**src/nsc_pkg.sv**
```systemverilog
// Constants shared by the start-up configuration loader
package nsc_pkg;
  // Register offsets on the plain register port
  localparam logic [7:0] ADDR_CFG0 = 8'h00; // Margin and discharge coeff
  localparam logic [7:0] ADDR_CFG1 = 8'h01; // Discharge off, pin mode
  localparam logic [7:0] ADDR_STAT = 8'h02; // Loader status
  localparam logic [7:0] ADDR_PASS = 8'h03; // Password entry
  localparam logic [7:0] ADDR_PROG = 8'h04; // Reprogram command
  // Field positions
  localparam int MARGIN_LSB = 0; // CFG0 [3:0]
  localparam int COEFF_LSB = 4; // CFG0 [7:4]
  localparam int OFF_BIT = 0; // CFG1 bit 0
  localparam int PINMODE_LSB = 1; // CFG1 [2:1]
  localparam int SWPIN_BIT = 3; // CFG1 bit 3
  localparam int STAT_BUSY = 0; // Loading in progress
  localparam int STAT_UNLOCK = 1; // Password accepted
  localparam int STAT_REJECT = 2; // Refused reprogram attempt
  localparam logic [7:0] PROG_GO = 8'h01; // Command value to program
  // Factory defaults of the non-volatile words
  localparam logic [3:0] MARGIN_RST = 4'hA; // 10 percent
  localparam logic [3:0] COEFF_RST = 4'h9; // 9 units of 84 ms
  localparam logic OFF_RST = 1'b0; // Discharge enabled
  localparam logic [1:0] PINMODE_RST = 2'h3; // Sink power indication
  localparam logic [7:0] NVM0_RST = {COEFF_RST, MARGIN_RST};
  localparam logic [7:0] NVM1_RST = {5'h00, PINMODE_RST, OFF_RST};
  // Pin function codes
  localparam logic [1:0] PIN_SW = 2'h0;
  localparam logic [1:0] PIN_FAULT = 2'h1;
  localparam logic [1:0] PIN_DEBUG = 2'h2;
  localparam logic [1:0] PIN_SINK = 2'h3;
  // Loading time limit
  localparam int CLK_MHZ = 250; // Clock rate
  localparam int T_LOAD_MS = 30; // Longest loading time
  localparam int T_LOAD_CYC = T_LOAD_MS * 1000 * CLK_MHZ; // Exact, 7500000 cycles
  localparam int NVM_WORDS = 2; // Stored parameter words
  // Loader states
  typedef enum logic [2:0] {
    LD_HOLD = 3'b001,
    LD_COPY = 3'b010,
    LD_RUN = 3'b100
  } nsc_state_type;
endpackage

```
**src/nsc_loader.sv**
```systemverilog
// Start-up configuration loader with password-guarded reprogramming
`timescale 1ns/100ps
module nsc_loader #(
  parameter int LOAD_LIMIT = nsc_pkg::T_LOAD_CYC, // Loading watchdog
  parameter logic [7:0] PASSWORD = 8'h5C // Arbitrary unlock value
) (
  input wire logic clk_sys, // System clock, 250 MHz
  input wire logic rst_n, // Power-on reset, active low
  input wire logic ce, // Clock enable, freezes state when low
  input wire logic reset_pin_n, // External reset pin, asynchronous
  input wire logic [7:0] reg_addr, // Register address
  input wire logic [7:0] reg_wdata, // Register write data
  input wire logic reg_wr, // Write strobe
  input wire logic reg_rd, // Read strobe
  output logic [7:0] reg_rdata, // Read data, cycle after strobe
  input wire logic fault_in, // Hardware fault level, routed to the pin in fault mode
  input wire logic debug_in, // Debug accessory attached
  input wire logic sink_power_in, // Sink power path active
  output logic [3:0] overvoltage_margin_code, // Bus limit shift
  output logic [3:0] discharge_duration_coeff, // Discharge multiplier
  output logic discharge_off, // Bus discharge disabled
  output logic [1:0] pin_mode, // Pin function select
  output logic gp_pin, // General-purpose pin level
  output logic config_valid // Registers hold loaded values
);

  // Flow: power-on reset or a released reset pin starts a copy
  // Two stored words go into the working registers, one per cycle
  // Host access stays refused until the copy ends, so no half-loaded
  // word is ever read back or overwritten
  // The watchdog only guards against a stuck sequencer
  // Storage rewrites need the password and show after a reload

  // Non-volatile words; only power-on reset restores factory values
  // Limitation: flops keep nothing across power-on reset, so that
  // reset stands for a fresh part with factory contents
  logic [7:0] nvm_ff [nsc_pkg::NVM_WORDS];
  logic [7:0] cfg0_ff; // Working copy, margin and coefficient
  logic [7:0] cfg1_ff; // Working copy, discharge and pin mode
  nsc_pkg::nsc_state_type state_ff; // Loader state
  nsc_pkg::nsc_state_type nxt_state;
  logic copy_idx_ff; // Word being copied
  logic [31:0] load_cnt_ff; // Cycles spent loading
  logic unlock_ff; // Password accepted
  logic reject_ff; // Refused reprogram seen
  logic [2:0] pin_sync_ff; // Reset pin synchroniser
  logic pin_lvl_ff; // Filtered reset pin level
  logic pin_lvl_d_ff; // Level one cycle earlier
  logic [7:0] reg_rdata_ff; // Read data register
  logic pin_release; // Reset pin just released
  logic acc_ok; // Host access allowed
  logic prog_req; // Reprogram command written
  logic load_done; // Loading complete

  // Address match, used by several processes
  function automatic logic hit(input logic [7:0] a, input logic [7:0] o);
    hit = (a == o);
  endfunction

  // Reset pin crosses in through three flops
  // Reset to the pin's idle high level: a zero here would look like
  // a pin pulse and restart the load just after power-on reset
  always_ff @(posedge clk_sys or negedge rst_n) begin
    if (!rst_n) begin
      pin_sync_ff <= 3'h7;
    end else if (ce) begin
      pin_sync_ff <= {pin_sync_ff[1:0], reset_pin_n};
    end
  end

  // Level accepted once the last two stages agree
  // A glitch seen by one stage only is dropped
  // Costs one cycle of latency, well inside the loading budget
  // Reset value is high, matching the idle pin
  always_ff @(posedge clk_sys or negedge rst_n) begin
    if (!rst_n) begin
      pin_lvl_ff <= 1'b1;
      pin_lvl_d_ff <= 1'b1;
    end else if (ce) begin
      if (pin_sync_ff[1] == pin_sync_ff[2]) begin
        pin_lvl_ff <= pin_sync_ff[2];
      end
      pin_lvl_d_ff <= pin_lvl_ff;
    end
  end

  // Rising edge of the filtered level rearms the copy
  assign pin_release = pin_lvl_ff & ~pin_lvl_d_ff;

  // Loading is finished after the last word or at the time limit
  // The limit is a backstop; the copy itself needs two cycles
  // Counter and limit are 32 bits so the full budget fits
  assign load_done = copy_idx_ff | (load_cnt_ff >= 32'(LOAD_LIMIT - 1));
  assign acc_ok = (state_ff == nsc_pkg::LD_RUN);
  assign prog_req = acc_ok & reg_wr & hit(reg_addr, nsc_pkg::ADDR_PROG)
    & (reg_wdata == nsc_pkg::PROG_GO);

  // Loader sequencing
  // A low pin level from any state parks the loader in hold
  // An illegal code also falls back to hold and reloads
  always_comb begin
    nxt_state = state_ff;
    unique case (state_ff)
      // Held while the reset pin is low
      nsc_pkg::LD_HOLD: begin
        if (pin_lvl_ff) begin
          nxt_state = nsc_pkg::LD_COPY;
        end
      end
      // Copying stored words
      nsc_pkg::LD_COPY: begin
        if (!pin_lvl_ff) begin
          nxt_state = nsc_pkg::LD_HOLD;
        end else if (load_done) begin
          nxt_state = nsc_pkg::LD_RUN;
        end
      end
      // Normal operation
      nsc_pkg::LD_RUN: begin
        if (!pin_lvl_ff) begin
          nxt_state = nsc_pkg::LD_HOLD;
        end
      end
      default: begin
        nxt_state = nsc_pkg::LD_HOLD;
      end
    endcase
  end

  // Power-on reset release starts a load straight away
  // No hold state here: the pin filter already rests at idle
  // Copy begins on the first enabled edge after release
  always_ff @(posedge clk_sys or negedge rst_n) begin
    if (!rst_n) begin
      state_ff <= nsc_pkg::LD_COPY;
    end else if (ce) begin
      state_ff <= nxt_state;
    end
  end

  // Word index and elapsed time while copying
  // Both clear whenever the loader leaves the copy state
  // so a cut load starts again from the first word
  always_ff @(posedge clk_sys or negedge rst_n) begin
    if (!rst_n) begin
      copy_idx_ff <= 1'b0;
      load_cnt_ff <= 32'h0000_0000;
    end else if (ce) begin
      if (state_ff == nsc_pkg::LD_COPY && !load_done) begin
        copy_idx_ff <= 1'b1;
        load_cnt_ff <= load_cnt_ff + 32'h0000_0001;
      end else if (state_ff != nsc_pkg::LD_COPY || pin_release) begin
        // Rearm for the next load
        copy_idx_ff <= 1'b0;
        load_cnt_ff <= 32'h0000_0000;
      end
    end
  end

  // Working copies: filled from storage, then host writable
  // Loading has priority; host writes only land in normal operation
  always_ff @(posedge clk_sys or negedge rst_n) begin
    if (!rst_n) begin
      cfg0_ff <= nsc_pkg::NVM0_RST;
      cfg1_ff <= nsc_pkg::NVM1_RST;
    end else if (ce) begin
      if (state_ff == nsc_pkg::LD_COPY) begin
        // One word per cycle
        if (!copy_idx_ff) begin
          cfg0_ff <= nvm_ff[0];
        end else begin
          cfg1_ff <= nvm_ff[1];
        end
      end else if (acc_ok && reg_wr) begin
        if (hit(reg_addr, nsc_pkg::ADDR_CFG0)) begin
          // Coefficient zero is out of range, keep the old one
          cfg0_ff[nsc_pkg::MARGIN_LSB +: 4] <=
            reg_wdata[nsc_pkg::MARGIN_LSB +: 4];
          if (reg_wdata[nsc_pkg::COEFF_LSB +: 4] != 4'h0) begin
            cfg0_ff[nsc_pkg::COEFF_LSB +: 4] <=
              reg_wdata[nsc_pkg::COEFF_LSB +: 4];
          end
        end else if (hit(reg_addr, nsc_pkg::ADDR_CFG1)) begin
          cfg1_ff <= {4'h0, reg_wdata[3:0]};
        end
      end
    end
  end

  // Storage is rewritten only with the password accepted
  // The software pin level is not kept; it always reloads as zero
  // A refused step is flagged in the status register instead
  always_ff @(posedge clk_sys or negedge rst_n) begin
    if (!rst_n) begin
      nvm_ff[0] <= nsc_pkg::NVM0_RST;
      nvm_ff[1] <= nsc_pkg::NVM1_RST;
    end else if (ce) begin
      if (prog_req && unlock_ff) begin
        // Working copies become the new start-up defaults
        nvm_ff[0] <= cfg0_ff;
        nvm_ff[1] <= {5'h00, cfg1_ff[2:0]};
      end
    end
  end

  // Password latch; any wrong value or a program step relocks
  // Leaving normal operation relocks too, so a reset needs a new
  // password before the next program step
  always_ff @(posedge clk_sys or negedge rst_n) begin
    if (!rst_n) begin
      unlock_ff <= 1'b0;
    end else if (ce) begin
      if (state_ff != nsc_pkg::LD_RUN || prog_req) begin
        unlock_ff <= 1'b0;
      end else if (reg_wr && hit(reg_addr, nsc_pkg::ADDR_PASS)) begin
        unlock_ff <= (reg_wdata == PASSWORD);
      end
    end
  end

  // Sticky refusal flag; a new refusal wins over a clear
  // Storage stays as it was on a refused program step
  always_ff @(posedge clk_sys or negedge rst_n) begin
    if (!rst_n) begin
      reject_ff <= 1'b0;
    end else if (ce) begin
      if (prog_req && !unlock_ff) begin
        reject_ff <= 1'b1;
      end else if (acc_ok && reg_wr && hit(reg_addr, nsc_pkg::ADDR_STAT)
                   && reg_wdata[nsc_pkg::STAT_REJECT]) begin
        reject_ff <= 1'b0;
      end
    end
  end

  // Read data stands one cycle; refused reads return zero
  // Zero outside the answer cycle keeps stale data off the port
  // Status busy bit always reads zero: reads are refused while busy
  always_ff @(posedge clk_sys or negedge rst_n) begin
    if (!rst_n) begin
      reg_rdata_ff <= 8'h00;
    end else if (ce) begin
      reg_rdata_ff <= 8'h00;
      if (reg_rd && acc_ok) begin
        unique case (reg_addr)
          nsc_pkg::ADDR_CFG0: reg_rdata_ff <= cfg0_ff;
          nsc_pkg::ADDR_CFG1: reg_rdata_ff <= cfg1_ff;
          nsc_pkg::ADDR_STAT: begin
            reg_rdata_ff <= {5'h00, reject_ff, unlock_ff, 1'b0};
          end
          default: reg_rdata_ff <= 8'h00; // Unmapped and write-only
        endcase
      end
    end
  end

  // Pin function mux, registered so the pin never glitches
  // Costs one cycle of delay from the sources to the pin
  // Fault and debug sources are same-clock levels, not synchronised
  always_ff @(posedge clk_sys or negedge rst_n) begin
    if (!rst_n) begin
      gp_pin <= 1'b0;
    end else if (ce) begin
      unique case (cfg1_ff[nsc_pkg::PINMODE_LSB +: 2])
        nsc_pkg::PIN_SW: gp_pin <= cfg1_ff[nsc_pkg::SWPIN_BIT];
        nsc_pkg::PIN_FAULT: gp_pin <= fault_in;
        nsc_pkg::PIN_DEBUG: gp_pin <= debug_in;
        nsc_pkg::PIN_SINK: gp_pin <= sink_power_in;
      endcase
    end
  end

  // Operating parameters come only from the working copies
  // Reprogrammed storage has no effect here until the next reload
  // The pin mode output mirrors the register for the pin logic
  assign overvoltage_margin_code = cfg0_ff[nsc_pkg::MARGIN_LSB +: 4];
  assign discharge_duration_coeff = cfg0_ff[nsc_pkg::COEFF_LSB +: 4];
  assign discharge_off = cfg1_ff[nsc_pkg::OFF_BIT];
  assign pin_mode = cfg1_ff[nsc_pkg::PINMODE_LSB +: 2];
  assign config_valid = acc_ok;
  assign reg_rdata = reg_rdata_ff;

endmodule

```
**config.mk**
```make
export PLATFORM = sky130hd
export DESIGN_NAME = nsc_loader
export DESIGN_NICKNAME = d
export VERILOG_FILES = /design/src/nsc_pkg.sv /design/src/nsc_loader.sv
export SDC_FILE = /design/constraint.sdc
export NUM_CORES = 1
export LEC_CHECK = 0
export BUFFER_PORTS_ARGS = -buffer_cell sky130_fd_sc_hd__buf_4
export CAP_MARGIN = 20
export CORE_MARGIN = 2
export CORE_UTILIZATION = 40
export DETAILED_ROUTE_END_ITERATION = 12
export GPL_TIMING_DRIVEN = 0
export MAX_ROUTING_LAYER = met4
export PLACE_DENSITY = 0.68
export SYNTH_ARGS = -nofsm -noshare
export SYNTH_HDL_FRONTEND = slang
export SYNTH_SLANG_ARGS = --single-unit
export TNS_END_PERCENT = 100
```
**constraint.sdc**
```tcl
create_clock -name clk_sys -period 2.63 [get_ports clk_sys]
set_input_delay 0.263 -clock clk_sys [delete_from_list [all_inputs] [get_ports clk_sys]]
set_output_delay 0.263 -clock clk_sys [all_outputs]
set_load 0.005 [all_outputs]
```
After elaboration in Yosys (flattened, before gate mapping):

Cells that the tools add are included.

* $add $sub $neg: 1
* $lt $le $gt $ge: 1
* equal/unequal tests: 21
* mux-type cells: 26
* bitwise gates (word level): 6
* reduce and logical (&&, ||, !) cells: 31

Operators with widths (count)
* 8-bit 2-to-1 mux: 10
* 32-bit 2-to-1 mux: 2
* 32-bit by 1-bit adder with 32-bit output, second input constant: 1
* 32-bit by 23-bit greater-or-equal comparator with 1-bit output, second input constant: 1
* 8-bit one-hot mux with 3 select lines: 1
* 8-bit by 1-bit equality test with 1-bit output, second input constant: 2
* 8-bit by 2-bit equality test with 1-bit output, second input constant: 2
* 2-bit nonzero test: 7
* 3-bit 2-to-1 mux: 4
* 2-bit inequality test, second input constant: 5
* 2-bit AND reduction: 5
* 5-bit AND reduction: 2
* 3-bit one-hot mux with 3 select lines: 1
* 8-bit by 3-bit equality test with 1-bit output, second input constant: 1
* 8-bit by 7-bit equality test with 1-bit output, second input constant: 1
* 1-bit logical AND: 8
* 8-bit logical NOT: 1
* 4-bit AND reduction: 2
* 1-bit 2-to-1 mux: 6
* 3-bit inequality test, second input constant: 2
* 1-bit AND: 4
* 2-bit equality test, second input constant: 2
* 4-bit 2-to-1 mux: 1
* 1-bit one-hot mux with 4 select lines: 1
* 12 further kinds: 14

* flip-flop bits (word level): 79
* input bits: 25
* output and inout bits: 21
* logic and storage cells: 101

Depth between registers and ports, before layout:

Gate-level depths: netlist (run 1).

* depth in word-level cells: 7
* mapped depth: 9
* depth with buffers taken out: 7

Worst setup path after synthesis (run 1):

OpenSTA, ideal clock, no wires.

* kind: flip-flop to flip-flop
* start point: reg load_cnt_ff[0]
* end point: reg load_cnt_ff[16]
* library setup time: 0.140 ns
* data arrival time: 2.140 ns
* required time: 2.490 ns
* path slack: 0.350 ns
* stages on the path, launching flop included: 9
* buffers on the path: 2
* clock period less this slack: 2.280 ns
* cell sequence: dfrtp_1 ha_1 and4_1 buf_2 a311o_1 a211oi_2 o31a_2 buf_4 a31oi_1

* longest elaborated chain between the ends: 6
* elaborated cells on any way between the ends: 8
* those cells by class: add/sub (1); order compare (1); mux (1); bitwise (1); reduce/logical (4)

Ends and longest elaborated chain
* from (decl): line nsc_loader.sv:43 `logic [31:0] load_cnt_ff;`
* from (signal assigned): line nsc_loader.sv:151 `load_cnt_ff <= load_cnt_ff + 32'h0000_0001;`
* 32-bit by 23-bit greater-or-equal comparator with 1-bit output: line nsc_loader.sv:93 `assign load_done = copy_idx_ff | (load_cnt_ff >= 32'(LOAD_LIMIT - 1));`
* 1-bit bitwise OR: line nsc_loader.sv:93
* 1-bit logical NOT: line nsc_loader.sv:149 `if (state_ff == nsc_pkg::LD_COPY && !load_done) begin`
* 1-bit logical AND: line nsc_loader.sv:149
* 2-bit nonzero test (no source line)
* 2-bit AND reduction (no source line)

Parallel ways exist; a longest one is shown, timed or not.
A chain may end at the register's enable or synchronous reset.

Final worst setup path (run 1):

* start point: reg load_cnt_ff[0]
* end point: reg load_cnt_ff[20]

The elaborated chain is that of the path after synthesis.

==> flow_metrics.py, run 1 <==
metrics = {
    "status": {
        "status": "completed",
    },
    "sta": {
        "fin_crit_ps": 2460,
        "finalClockSkew_ps": 8.37,
        "max_freq_ghz": 0.406,
        "relSlewSlack": 0.367,
        "drv_slew": 0,
        "setup_viol": 0,
        "hold_viol_final": 0,
        "worst_pin_slew_ps": 950,
        "fin_crit_sh": 0.936,
    },
    "cts": {
        "cts_buffers": 9,
        "clk_latency_ps": 340,
        "cts.clk_slew.worst_paths_ps": 70,
        "hold_buffers": 0,
        "cts.sinks": 75,
        "cts_buffer_depth": 2,
        "cts_tree": "done",
        "clockRootBuffer": "clkbuf_8",
        "htreeDepth": 3,
    },
    "global_routing": {
        "grt_start_max_net_pins": 76,
        "grt_pass1_vias": 3148,
        "grt_first_pass_wirelength_mm": 15.4,
        "grt.overflow.total": 0,
        "antenna_found_initial": 0,
        "track_usage": 0.194,
    },
    "drt": {
        "drc": 0,
        "detail-route-antenna-nets": 0,
        "initialDrtViolationCount": 213,
        "routedWlPerCell_um": 16.1,
        "wirelength_mm": 9.14,
        "drt_first_pass_iters": 4,
        "vias_per_cell": 5.68,
        "vias": 3224,
    },
    "worst_hold_path": {
        "worstHoldPathType": "in -> async",
    },
    "finish": {
        "fillers": 884,
        "final_util": 0.489,
        "nets": 460,
        "area_growth_pct": 18.1,
        "final_cells": 568,
        "n_antenna_cell": 0,
        "stdcell_area_um2": 4540,
        "drive_above_1_share": 0.287,
    },
    "pwr": {
        "power_w": 0.00297,
        "power.leakage_nw": 2.00,
        "peakVddDrop_v": 0.000422,
        "p_per_area_nw_per_um2": 654,
    },
    "setup_path": {
        "max_stage_delay_ps": 440,
        "critPathArrivalTime_ps": 2720,
        "crit_path_max_fanout": 10,
        "cp_data_required_time_ps": 2890,
        "critPathKind": "reg -> reg",
        "cpMaxStageDelayCell": "dfrtp_1",
        "crit_chain": "ha_2 > and4_1 > buf_2 > a311o_1 > a211oi_2 > buf_6 > buf_4 > o21ai_1 > a31oi_1",
        "end_kind": "register",
        "cp-start-kind": "register",
    },
    "logic_synthesis": {
        "synth_flop_cell": "dfrtp_1",
        "ys_types": 56,
        "synth.ff_latch_count": 75,
        "syn_nets": 402,
        "netlist_area_um2": 3840,
        "yosysWarnings": 0,
        "syn_area_per_cell_um2": 10.2,
        "synth_edf_count": 0,
        "synth_cells": 376,
        "synth-async-reset-ratio": 1.00,
        "yosysSeqAreaShare": 0.494,
    },
    "die": {
        "die_y_um": 102,
        "start_util": 0.414,
        "dieArea_um2": 10400,
        "core_area_um2": 9280,
        "num_io_pins": 46,
        "fp.dieW_um": 102,
        "fp-row-count": 35,
    },
    "placement": {
        "io_buffer_count": 43,
        "dp_cells": 548,
        "place_hpwl_mm": 6.36,
        "globalplace.congestion": 0.908,
        "post_dp_cell_area_um2": 4330,
    },
    "flow_run": {
        "maxCapViolCount": 0,
    },
}
-- path summary, 6_finish.rpt --
kind | start | to | slack [ps] | cells past startpoint
min in group clk_sys | reset_pin_n | pin_sync_ff[0] | 150 | 2
max in group asynchronous | rst_n | load_cnt_ff[21] | 1950 | 1
min | rst_n | load_cnt_ff[17] | 60 | 1
min reg2reg | pin_lvl_d_ff | pin_lvl_d_ff | 490 | 2
max reg2reg | load_cnt_ff[0] | load_cnt_ff[20] | 170 | 9
max | load_cnt_ff[0] | load_cnt_ff[20] | 170 | 9
-- per-stage QoR --
stage                     worst slack, ps  hold WS, ps  setup TNS (ps)
final                                 169         62.8               0
after global routing                -7.22          137           -7.22
after CTS                            33.1         99.9               0
after detailed placement             38.5          473               0
after global placement               75.2          462               0
after floorplan                       350        -32.6               0
-- report_power, final --
| part | leakage, nW | switching (W) | internal, W |
|---|---|---|---|
| logic | 0.954 | 0.000322 | 0.000367 |
| registers | 0.969 | 0.000161 | 0.00134 |
| clock network | 0.0807 | 0.000406 | 0.000369 |
| total | 2.00 | 0.000889 | 0.00208 |
-- layout make-up --
type	instances	area, um2	share of cell area
sequential	75	1900	0.419
tap	129	161	0.0356
inverter	13	48.8	0.0108
clock buffer	14	153	0.0336
clock inverter	2	12.5	0.00276
multi-input combinational	263	1750	0.385
timing repair buffer	48	360	0.0794
buffer	24	154	0.0339
-- critical path: cells and delay by family (launching register included) --
family | cells | cell delay (ps)
AO/OA/AOI/OAI | 4 | 980
adder cells (fa/ha/maj) | 1 | 230
flip-flops | 1 | 440
AND/OR/NAND/NOR | 1 | 200
buffers and inverters | 3 | 530
-- kinds of logic after synthesis --
| group | synth area share |
|---|---|
| AOI/OAI and AO/OA | 0.171 |
| and+or+nand+nor | 0.191 |
| adders and majority gates | 0.00326 |
| DFF | 0.494 |
| buffers and inverters | 0.0531 |
| muxes | 0.0873 |
-- timing repair --
| action | in CTS | in global routing |
|---|---|---|
| gates resized for setup | 0 | 3 |
| setup endpoints to repair | 0 | 26 |
| buffers inserted | 0 | 5 |
-- cells in the mapped netlist (9+ instances only) --
library cell  number  area, um2
a21oi_1           15       75.1
a31oi_1           21        131
a41oi_1           10       87.6
dfrtp_1           57       1430
dfstp_2           18        473
inv_1             13       48.8
mux2_2            22        248
nand2_1           52        195
nand3_1            9       45.0
nand4_1           11       68.8
nor2_1            10       37.5
nor2b_1           13       81.3
o21ai_0           23        115
-- placed cells by master (no fill, tap or decap), drive strengths merged, types with 2 or more instances in the layout --
cell,count
buf,62
dfrtp,57
nand2,53
o21ai,24
mux2,23
clkbuf,23
a31oi,21
dfstp,18
a21oi,15
inv,13
nor2b,13
nand4,11
nor2,10
a41oi,10
nand3,9
and4,7
nor4,6
and3,6
mux2i,5
o2bb2ai,5
nor3,4
a22o,4
nand2b,4
and2,4
or4,3
and4b,2
a32o,2
or3,2
o41ai,2
a211oi,2
-- layer usage --
metal  global-route usage  part of all wire
met5                    -                 0
met4               0.0574             0.010
met3               0.0410             0.049
met2                0.316              0.49
met1                0.245              0.45
-- state kept, by name (all words and copies together) (netlist names) --
signal	flops
gp_pin	1
pin_sync_ff	3
pin_lvl_d_ff	1
nvm_ff	11
unlock_ff	1
reject_ff	1
pin_lvl_ff	1
state_ff	3
reg_rdata	8
load_cnt_ff	32
copy_idx_ff	1
cfg0_ff	8
cfg1_ff	4
(Power assumes the default switching activity.)
==> inputs of run 2 (changes only) <==
--- a/config.mk
+++ b/config.mk
@@ -11,8 +11,9 @@
 export CORE_UTILIZATION = 40
 export DETAILED_ROUTE_END_ITERATION = 12
 export GPL_TIMING_DRIVEN = 0
+export HOLD_SLACK_MARGIN = 0.15
 export MAX_ROUTING_LAYER = met4
-export PLACE_DENSITY = 0.68
+export PLACE_DENSITY = 0.63
 export SYNTH_ARGS = -nofsm -noshare
 export SYNTH_HDL_FRONTEND = slang
 export SYNTH_SLANG_ARGS = --single-unit
==> run 2 against run 1 <==
- critical path depth unchanged
- sequential share of layout area down 0.75 points
- combinational power is 2% higher
- register-to-register slack is essentially flat
- critical path type unchanged
- total power is 5.4% higher
- setup slack worse by 0.66 ps
==> flow_metrics.py, run 2 (synthesized netlist as in run 1, its figures left out) <==
metrics = {
    "status": {
        "status": "completed",
    },
    "worst_hold_path": {
        "worstHoldPathType": "in -> reg",
        "min-delay-start": "reg_rd",
        "whs_path_depth": 3,
        "min_to": "reg_rdata[1]",
    },
    "setup_path": {
        "r2r_slack_ps": 170,
        "cp-start-kind": "register",
        "critPathArrivalTime_ps": 2730,
        "r2r_cells": 9,
        "worstReg2RegStart": "load_cnt_ff[0]",
        "timing.rr.end": "load_cnt_ff[20]",
        "cp_data_required_time_ps": 2900,
        "end_kind": "register",
        "critPathKind": "reg -> reg",
        "crit_path_max_fanout": 10,
    },
    "global_routing": {
        "grt.overflow.total": 0,
        "grt_first_pass_wirelength_mm": 15.8,
        "track_usage": 0.202,
        "grt_start_max_net_pins": 76,
        "antenna_found_initial": 0,
        "grt_pass1_vias": 3155,
    },
    "drt": {
        "initialDrtViolationCount": 148,
        "wirelength_mm": 9.35,
        "vias_per_cell": 5.53,
        "drc": 0,
        "vias": 3166,
        "detail-route-antenna-nets": 0,
        "routedWlPerCell_um": 16.3,
        "drt_first_pass_iters": 4,
    },
    "sta": {
        "setup_tns_ps": 0,
        "worst_pin_slew_ps": 961,
        "max_freq_ghz": 0.406,
        "rsz0062_at_grt": "false",
        "relSlewSlack": 0.360,
        "fin_crit_sh": 0.936,
        "finalClockSkew_ps": 13.7,
        "hold_viol_final": 0,
        "drv_slew": 0,
        "setup_viol": 0,
        "fin_crit_ps": 2460,
    },
    "die": {
        "dieArea_um2": 10400,
        "start_util": 0.414,
        "fp-row-count": 35,
        "fp.dieW_um": 102,
        "die_y_um": 102,
        "core_area_um2": 9280,
        "num_io_pins": 46,
    },
    "finish": {
        "drive_above_1_share": 0.300,
        "reg_top3": "load_cnt_ff: 32 flops, nvm_ff: 11 flops",
        "n_antenna_cell": 0,
        "regMostFlops": "load_cnt_ff",
        "mostFrequentLayoutCell": "dfrtp_1",
        "largest_reg_flops": 32,
        "final_cell_mix": "dfrtp_1, buf_4, nand2_1",
        "final_cells": 573,
        "fillers": 891,
        "area_growth_pct": 20.3,
        "nets": 465,
    },
    "placement": {
        "place_hpwl_mm": 6.25,
        "globalplace.congestion": 0.846,
        "io_buffer_count": 43,
        "dp_cells": 548,
    },
    "cts": {
        "cts.clk_slew.worst_paths_ps": 90,
        "cts_buffers": 9,
        "cts_tree": "done",
        "clockRootBuffer": "clkbuf_8",
        "htreeDepth": 3,
        "cts_buffer_depth": 2,
        "cts.sinks": 75,
        "clk_latency_ps": 360,
    },
    "pwr": {
        "p_per_area_nw_per_um2": 677,
        "power.leakage_nw": 2.05,
        "peakVddDrop_v": 0.000400,
    },
    "flow_run": {
        "maxCapViolCount": 0,
    },
}
==> run 2: cell count changes in the layout (fill, tap and decap cells not counted), moves of 2 or more <==
| cell | change |
|---|---|
| buf_2 | +2 |
| clkbuf_1 | -4 |
| clkinv_4 | +2 |
| dlygate4sd3_1 | +2 |
==> run 2: worst max path at each step <==
stage / endpoint / slack [ps] / depth (start not counted) / startpoint
after CTS: load_cnt_ff[19] / 60 / 8 / load_cnt_ff[0]
final: load_cnt_ff[20] / 170 / 9 / load_cnt_ff[0]
after global routing: load_cnt_ff[20] / 40 / 9 / load_cnt_ff[0]
after floorplan: load_cnt_ff[16] / 350 / 8 / load_cnt_ff[0]
after detailed placement: load_cnt_ff[4] / 80 / 8 / load_cnt_ff[0]
after global placement: load_cnt_ff[19] / 70 / 8 / load_cnt_ff[0]
==> run 2: what timing repair did <==
action                                  4_1_cts  5_1_grt
buffers inserted                              0        6
endpoints found under the setup margin        0       23
endpoints found under the hold margin        58        0
hold buffers                                  2        0
resized for setup                             0        4
==> run 2: through the flow <==
step           total power (W)  instance area [um2]  hold slack (ps)  setup slack, ps   util
2_1_floorplan          0.00187                 3840            -32.6              350      -
3_3_place_gp           0.00218                 4330              465             70.8  0.466
3_5_place_dp           0.00219                 4330              472             76.6  0.466
4_1_cts                0.00313                 4550              207             58.8  0.490
5_1_grt                0.00331                 4620              211             37.4  0.498
6_report               0.00313                 4620              218              168  0.498
==> run 2: area by class of cell <==
type / count / area [um2] / area share
flip-flops and latches: 75 / 1900 / 0.411
multi-input cells: 263 / 1760 / 0.380
repair buffers: 52 / 393 / 0.0850
well taps: 129 / 161 / 0.0349
plain buffers: 25 / 159 / 0.0344
clock buffers: 10 / 138 / 0.0298
clock inverters: 6 / 65.1 / 0.0141
inverters: 13 / 48.8 / 0.0106
==> run 2: worst max-delay path, cell delays in order (launching register included) <==
cell and delay [ps]:
dfrtp_1 430, ha_2 230, and4_1 190, buf_2 170, a311o_1 410, a211oi_4 350, buf_6 160, buf_4 180
o21ai_1 90, a31oi_1 170
==> run 2: report_power, final <==
| group | switching, W | internal, W |
|---|---|---|
| Sequential | 0.000162 | 0.00134 |
| Combinational | 0.000326 | 0.000377 |
| Clock | 0.000455 | 0.000464 |
==> run 2: routing by layer <==
layer | vias up | wire (um) | track usage
li1 | 1519 | - | -
met5 | - | 0 | -
met3 | 17 | 364 | 0.0486
met1 | 1557 | 4450 | 0.267
met4 | 0 | 165 | 0.0564
met2 | 73 | 4370 | 0.311
==> inputs of run 3 (changes only) <==
--- a/config.mk
+++ b/config.mk
@@ -5,6 +5,7 @@
 export SDC_FILE = /design/constraint.sdc
 export NUM_CORES = 1
 export LEC_CHECK = 0
+export ABC_AREA = 1
 export BUFFER_PORTS_ARGS = -buffer_cell sky130_fd_sc_hd__buf_4
 export CAP_MARGIN = 20
 export CORE_MARGIN = 2
@@ -13,7 +14,6 @@
 export GPL_TIMING_DRIVEN = 0
 export HOLD_SLACK_MARGIN = 0.15
 export MAX_ROUTING_LAYER = met4
-export PLACE_DENSITY = 0.63
 export SYNTH_ARGS = -nofsm -noshare
 export SYNTH_HDL_FRONTEND = slang
 export SYNTH_SLANG_ARGS = --single-unit
==> run 3 against run 2 <==
- register-to-register slack improved by 560 ps
- synthesized cell count rose by 42%
- final area rose by 5.7%
- clock skew fell by 2.0 ps
- critical path type unchanged
- total power rose by 0.35%
- area after synthesis rose by 7.7%
- sequential share of layout area fell by 2.2 points
- non-clock buffer count fell by 13
- critical path depth rose by 2
==> flow_metrics.py, run 3 <==
metrics = {
    "status": {
        "status": "completed",
    },
    "global_routing": {
        "grt_pass1_vias": 3518,
        "grt_first_pass_wirelength_mm": 16.9,
        "grt.overflow.total": 0,
        "antenna_found_initial": 0,
        "track_usage": 0.196,
        "grt_start_max_net_pins": 76,
    },
    "finish": {
        "largest_reg_flops": 32,
        "final_util": 0.480,
        "reg_top3": "load_cnt_ff: 32 flops, nvm_ff: 11 flops",
        "nets": 619,
        "area_growth_pct": 18.1,
        "stdcell_area_um2": 4880,
        "regMostFlops": "load_cnt_ff",
        "drive_above_1_share": 0.202,
        "n_antenna_cell": 0,
        "mostFrequentLayoutCell": "nand2_1",
        "final_cell_mix": "nand2_1, nor2_1, dfrtp_1",
    },
    "die": {
        "core_area_um2": 10200,
        "num_io_pins": 46,
        "start_util": 0.406,
        "die_y_um": 106,
        "fp.dieW_um": 106,
        "fp-row-count": 37,
        "dieArea_um2": 11200,
    },
    "pwr": {
        "peakVddDrop_v": 0.000363,
        "power_w": 0.00314,
        "power.net_switching_w": 0.000993,
        "power.leakage_nw": 2.36,
        "combinationalPowerShare": 0.236,
        "clkPwrFrac": 0.315,
        "p_sw_frac": 0.316,
        "p_int_w": 0.00215,
        "p_per_area_nw_per_um2": 643,
        "power_frac_seq": 0.448,
    },
    "cts": {
        "clk_latency_ps": 360,
        "htreeDepth": 3,
        "cts_buffers": 9,
        "postCtsResizedCells": 0,
        "cts.clk_slew.worst_paths_ps": 80,
        "clockRootBuffer": "clkbuf_8",
        "cts_buffer_depth": 2,
        "cts_tree": "done",
        "cts.sinks": 75,
    },
    "drt": {
        "drc": 0,
        "detail-route-antenna-nets": 0,
        "routedWlPerCell_um": 13.5,
        "wirelength_mm": 9.91,
        "drt_first_pass_iters": 5,
        "vias": 3661,
        "vias_per_cell": 4.99,
        "initialDrtViolationCount": 182,
    },
    "sta": {
        "drv_slew": 0,
        "max_freq_ghz": 0.526,
        "relSlewSlack": 0.365,
        "setup_viol": 0,
        "rsz0062_at_grt": "false",
        "finalClockSkew_ps": 11.7,
        "fin_crit_sh": 0.722,
        "hold_ws_ps": 204,
        "hold_viol_final": 0,
        "worst_pin_slew_ps": 952,
        "setup_tns_ps": 0,
        "fin_crit_ps": 1900,
    },
    "worst_hold_path": {
        "min-delay-start": "reg_wdata[6]",
        "worstHoldPathType": "in -> reg",
        "whs_path_depth": 3,
        "min_to": "cfg0_ff[6]",
    },
    "logic_synthesis": {
        "yosysSeqAreaShare": 0.459,
        "netlist_area_um2": 4140,
        "synth_flop_cell": "dfrtp_1",
        "yosys.area.top_type": "dfrtp_1",
        "synth_edf_count": 0,
        "synthMostInstantiatedCell": "nand2_1",
        "synthTopCellsByArea": "dfrtp_1, nand2_1, dfstp_2",
        "synth.ff_latch_count": 75,
        "synth_top_area_share": 0.345,
        "synth-async-reset-ratio": 1.00,
        "synth_cells": 535,
        "synth_common_cells": "nand2_1, nor2_1, dfrtp_1",
        "syn_nets": 561,
        "syn_area_per_cell_um2": 7.73,
        "ys_types": 39,
        "yosysWarnings": 0,
    },
    "setup_path": {
        "cpMaxStageDelayCell": "dfrtp_1",
        "cp-start-kind": "register",
        "r2r_cells": 11,
        "cp_data_required_time_ps": 2920,
        "critPathKind": "reg -> reg",
        "crit_path_max_fanout": 10,
        "end_kind": "register",
        "worstReg2RegStart": "load_cnt_ff[0]",
        "r2r_slack_ps": 730,
        "timing.rr.end": "load_cnt_ff[19]",
        "max_stage_delay_ps": 400,
        "cpMostUsedCell": "nand2_1",
        "crit_chain": "ha_1 > nand2_2 > nor2_4 > nand2_1 > nand2_1 > nand2_1 > nand2_2 > a21oi_4 > buf_2 > nand4_1 > nand2_1",
        "critPathArrivalTime_ps": 2190,
    },
    "placement": {
        "place_hpwl_mm": 7.24,
        "post_dp_cell_area_um2": 4650,
        "globalplace.congestion": 0.912,
        "io_buffer_count": 45,
    },
    "flow_run": {
        "maxCapViolCount": 0,
    },
}
[run 3: cell types whose count changed in the layout (fill, tap and decap cells not counted), sizes merged, moves of 20 or more]
cell	previous run	this run
a31oi	21	1
inv	13	57
mux2	23	0
nand2	53	164
nand3	9	40
nor2	10	65
[run 3: worst max-delay path by stage]
stage / startpoint / endpoint / cells past startpoint
6_report: load_cnt_ff[0] / load_cnt_ff[19] / 11
5_1_grt: load_cnt_ff[0] / load_cnt_ff[20] / 11
4_1_cts: load_cnt_ff[0] / load_cnt_ff[18] / 11
3_5_place_dp: load_cnt_ff[0] / load_cnt_ff[18] / 11
3_3_place_gp: load_cnt_ff[0] / load_cnt_ff[19] / 11
2_1_floorplan: load_cnt_ff[0] / load_cnt_ff[17] / 14
[run 3: logic make-up after synthesis]
group | Yosys count | synth area share
compound gates | 65 | 0.0910
xor+xnor | 9 | 0.0191
fa+ha+maj | 1 | 0.00302
buf+inv | 74 | 0.0801
flops | 75 | 0.459
simple gates | 311 | 0.348
[run 3: final cells by class]
| cell class | count | area (um2) |
|---|---|---|
| plain buffers | 17 | 118 |
| clock buffers | 11 | 141 |
| clock inverters | 5 | 77.6 |
| fillers | 1044 | 5300 |
| inverters | 57 | 214 |
| multi-input cells | 386 | 1910 |
| flip-flops and latches | 75 | 1900 |
| well taps | 136 | 170 |
| repair buffers | 47 | 358 |
[run 3: power groups by stage]
stage          registers, W  clock network [W]  logic (W)
2_1_floorplan       0.00141                  0   0.000449
3_3_place_gp        0.00143                  0   0.000739
3_5_place_dp        0.00143                  0   0.000747
4_1_cts             0.00141            0.00102   0.000752
5_1_grt             0.00143            0.00107   0.000839
6_report            0.00141           0.000990   0.000742
[run 3: per-layer routing]
layer | GRT usage | wire, um | up-vias
met5 | - | 0 | -
li1 | - | - | 1856
met1 | 0.276 | 5060 | 1716
met2 | 0.278 | 4320 | 72
met4 | 0.0912 | 222 | 0
met3 | 0.0284 | 309 | 17
[run 3: what timing repair did]
action / CTS / global route
buffers inserted: 0 / 0
hold buffers: 2 / 0
hold endpoints to repair: 58 / 0
[run 3: stage by stage]
step	cells	setup WS [ps]
6_report	734	730
5_1_grt	734	529
4_1_cts	734	724
3_5_place_dp	716	733
3_3_place_gp	716	762
2_1_floorplan	535	1020
[run 3: critical path, delay by kind of cell (launching register included)]
kind / cells / cell delay (ps)
simple gates: 8 / 660
flops: 1 / 400
buf+inv: 1 / 300
compound gates: 1 / 250
fa+ha+maj: 1 / 230
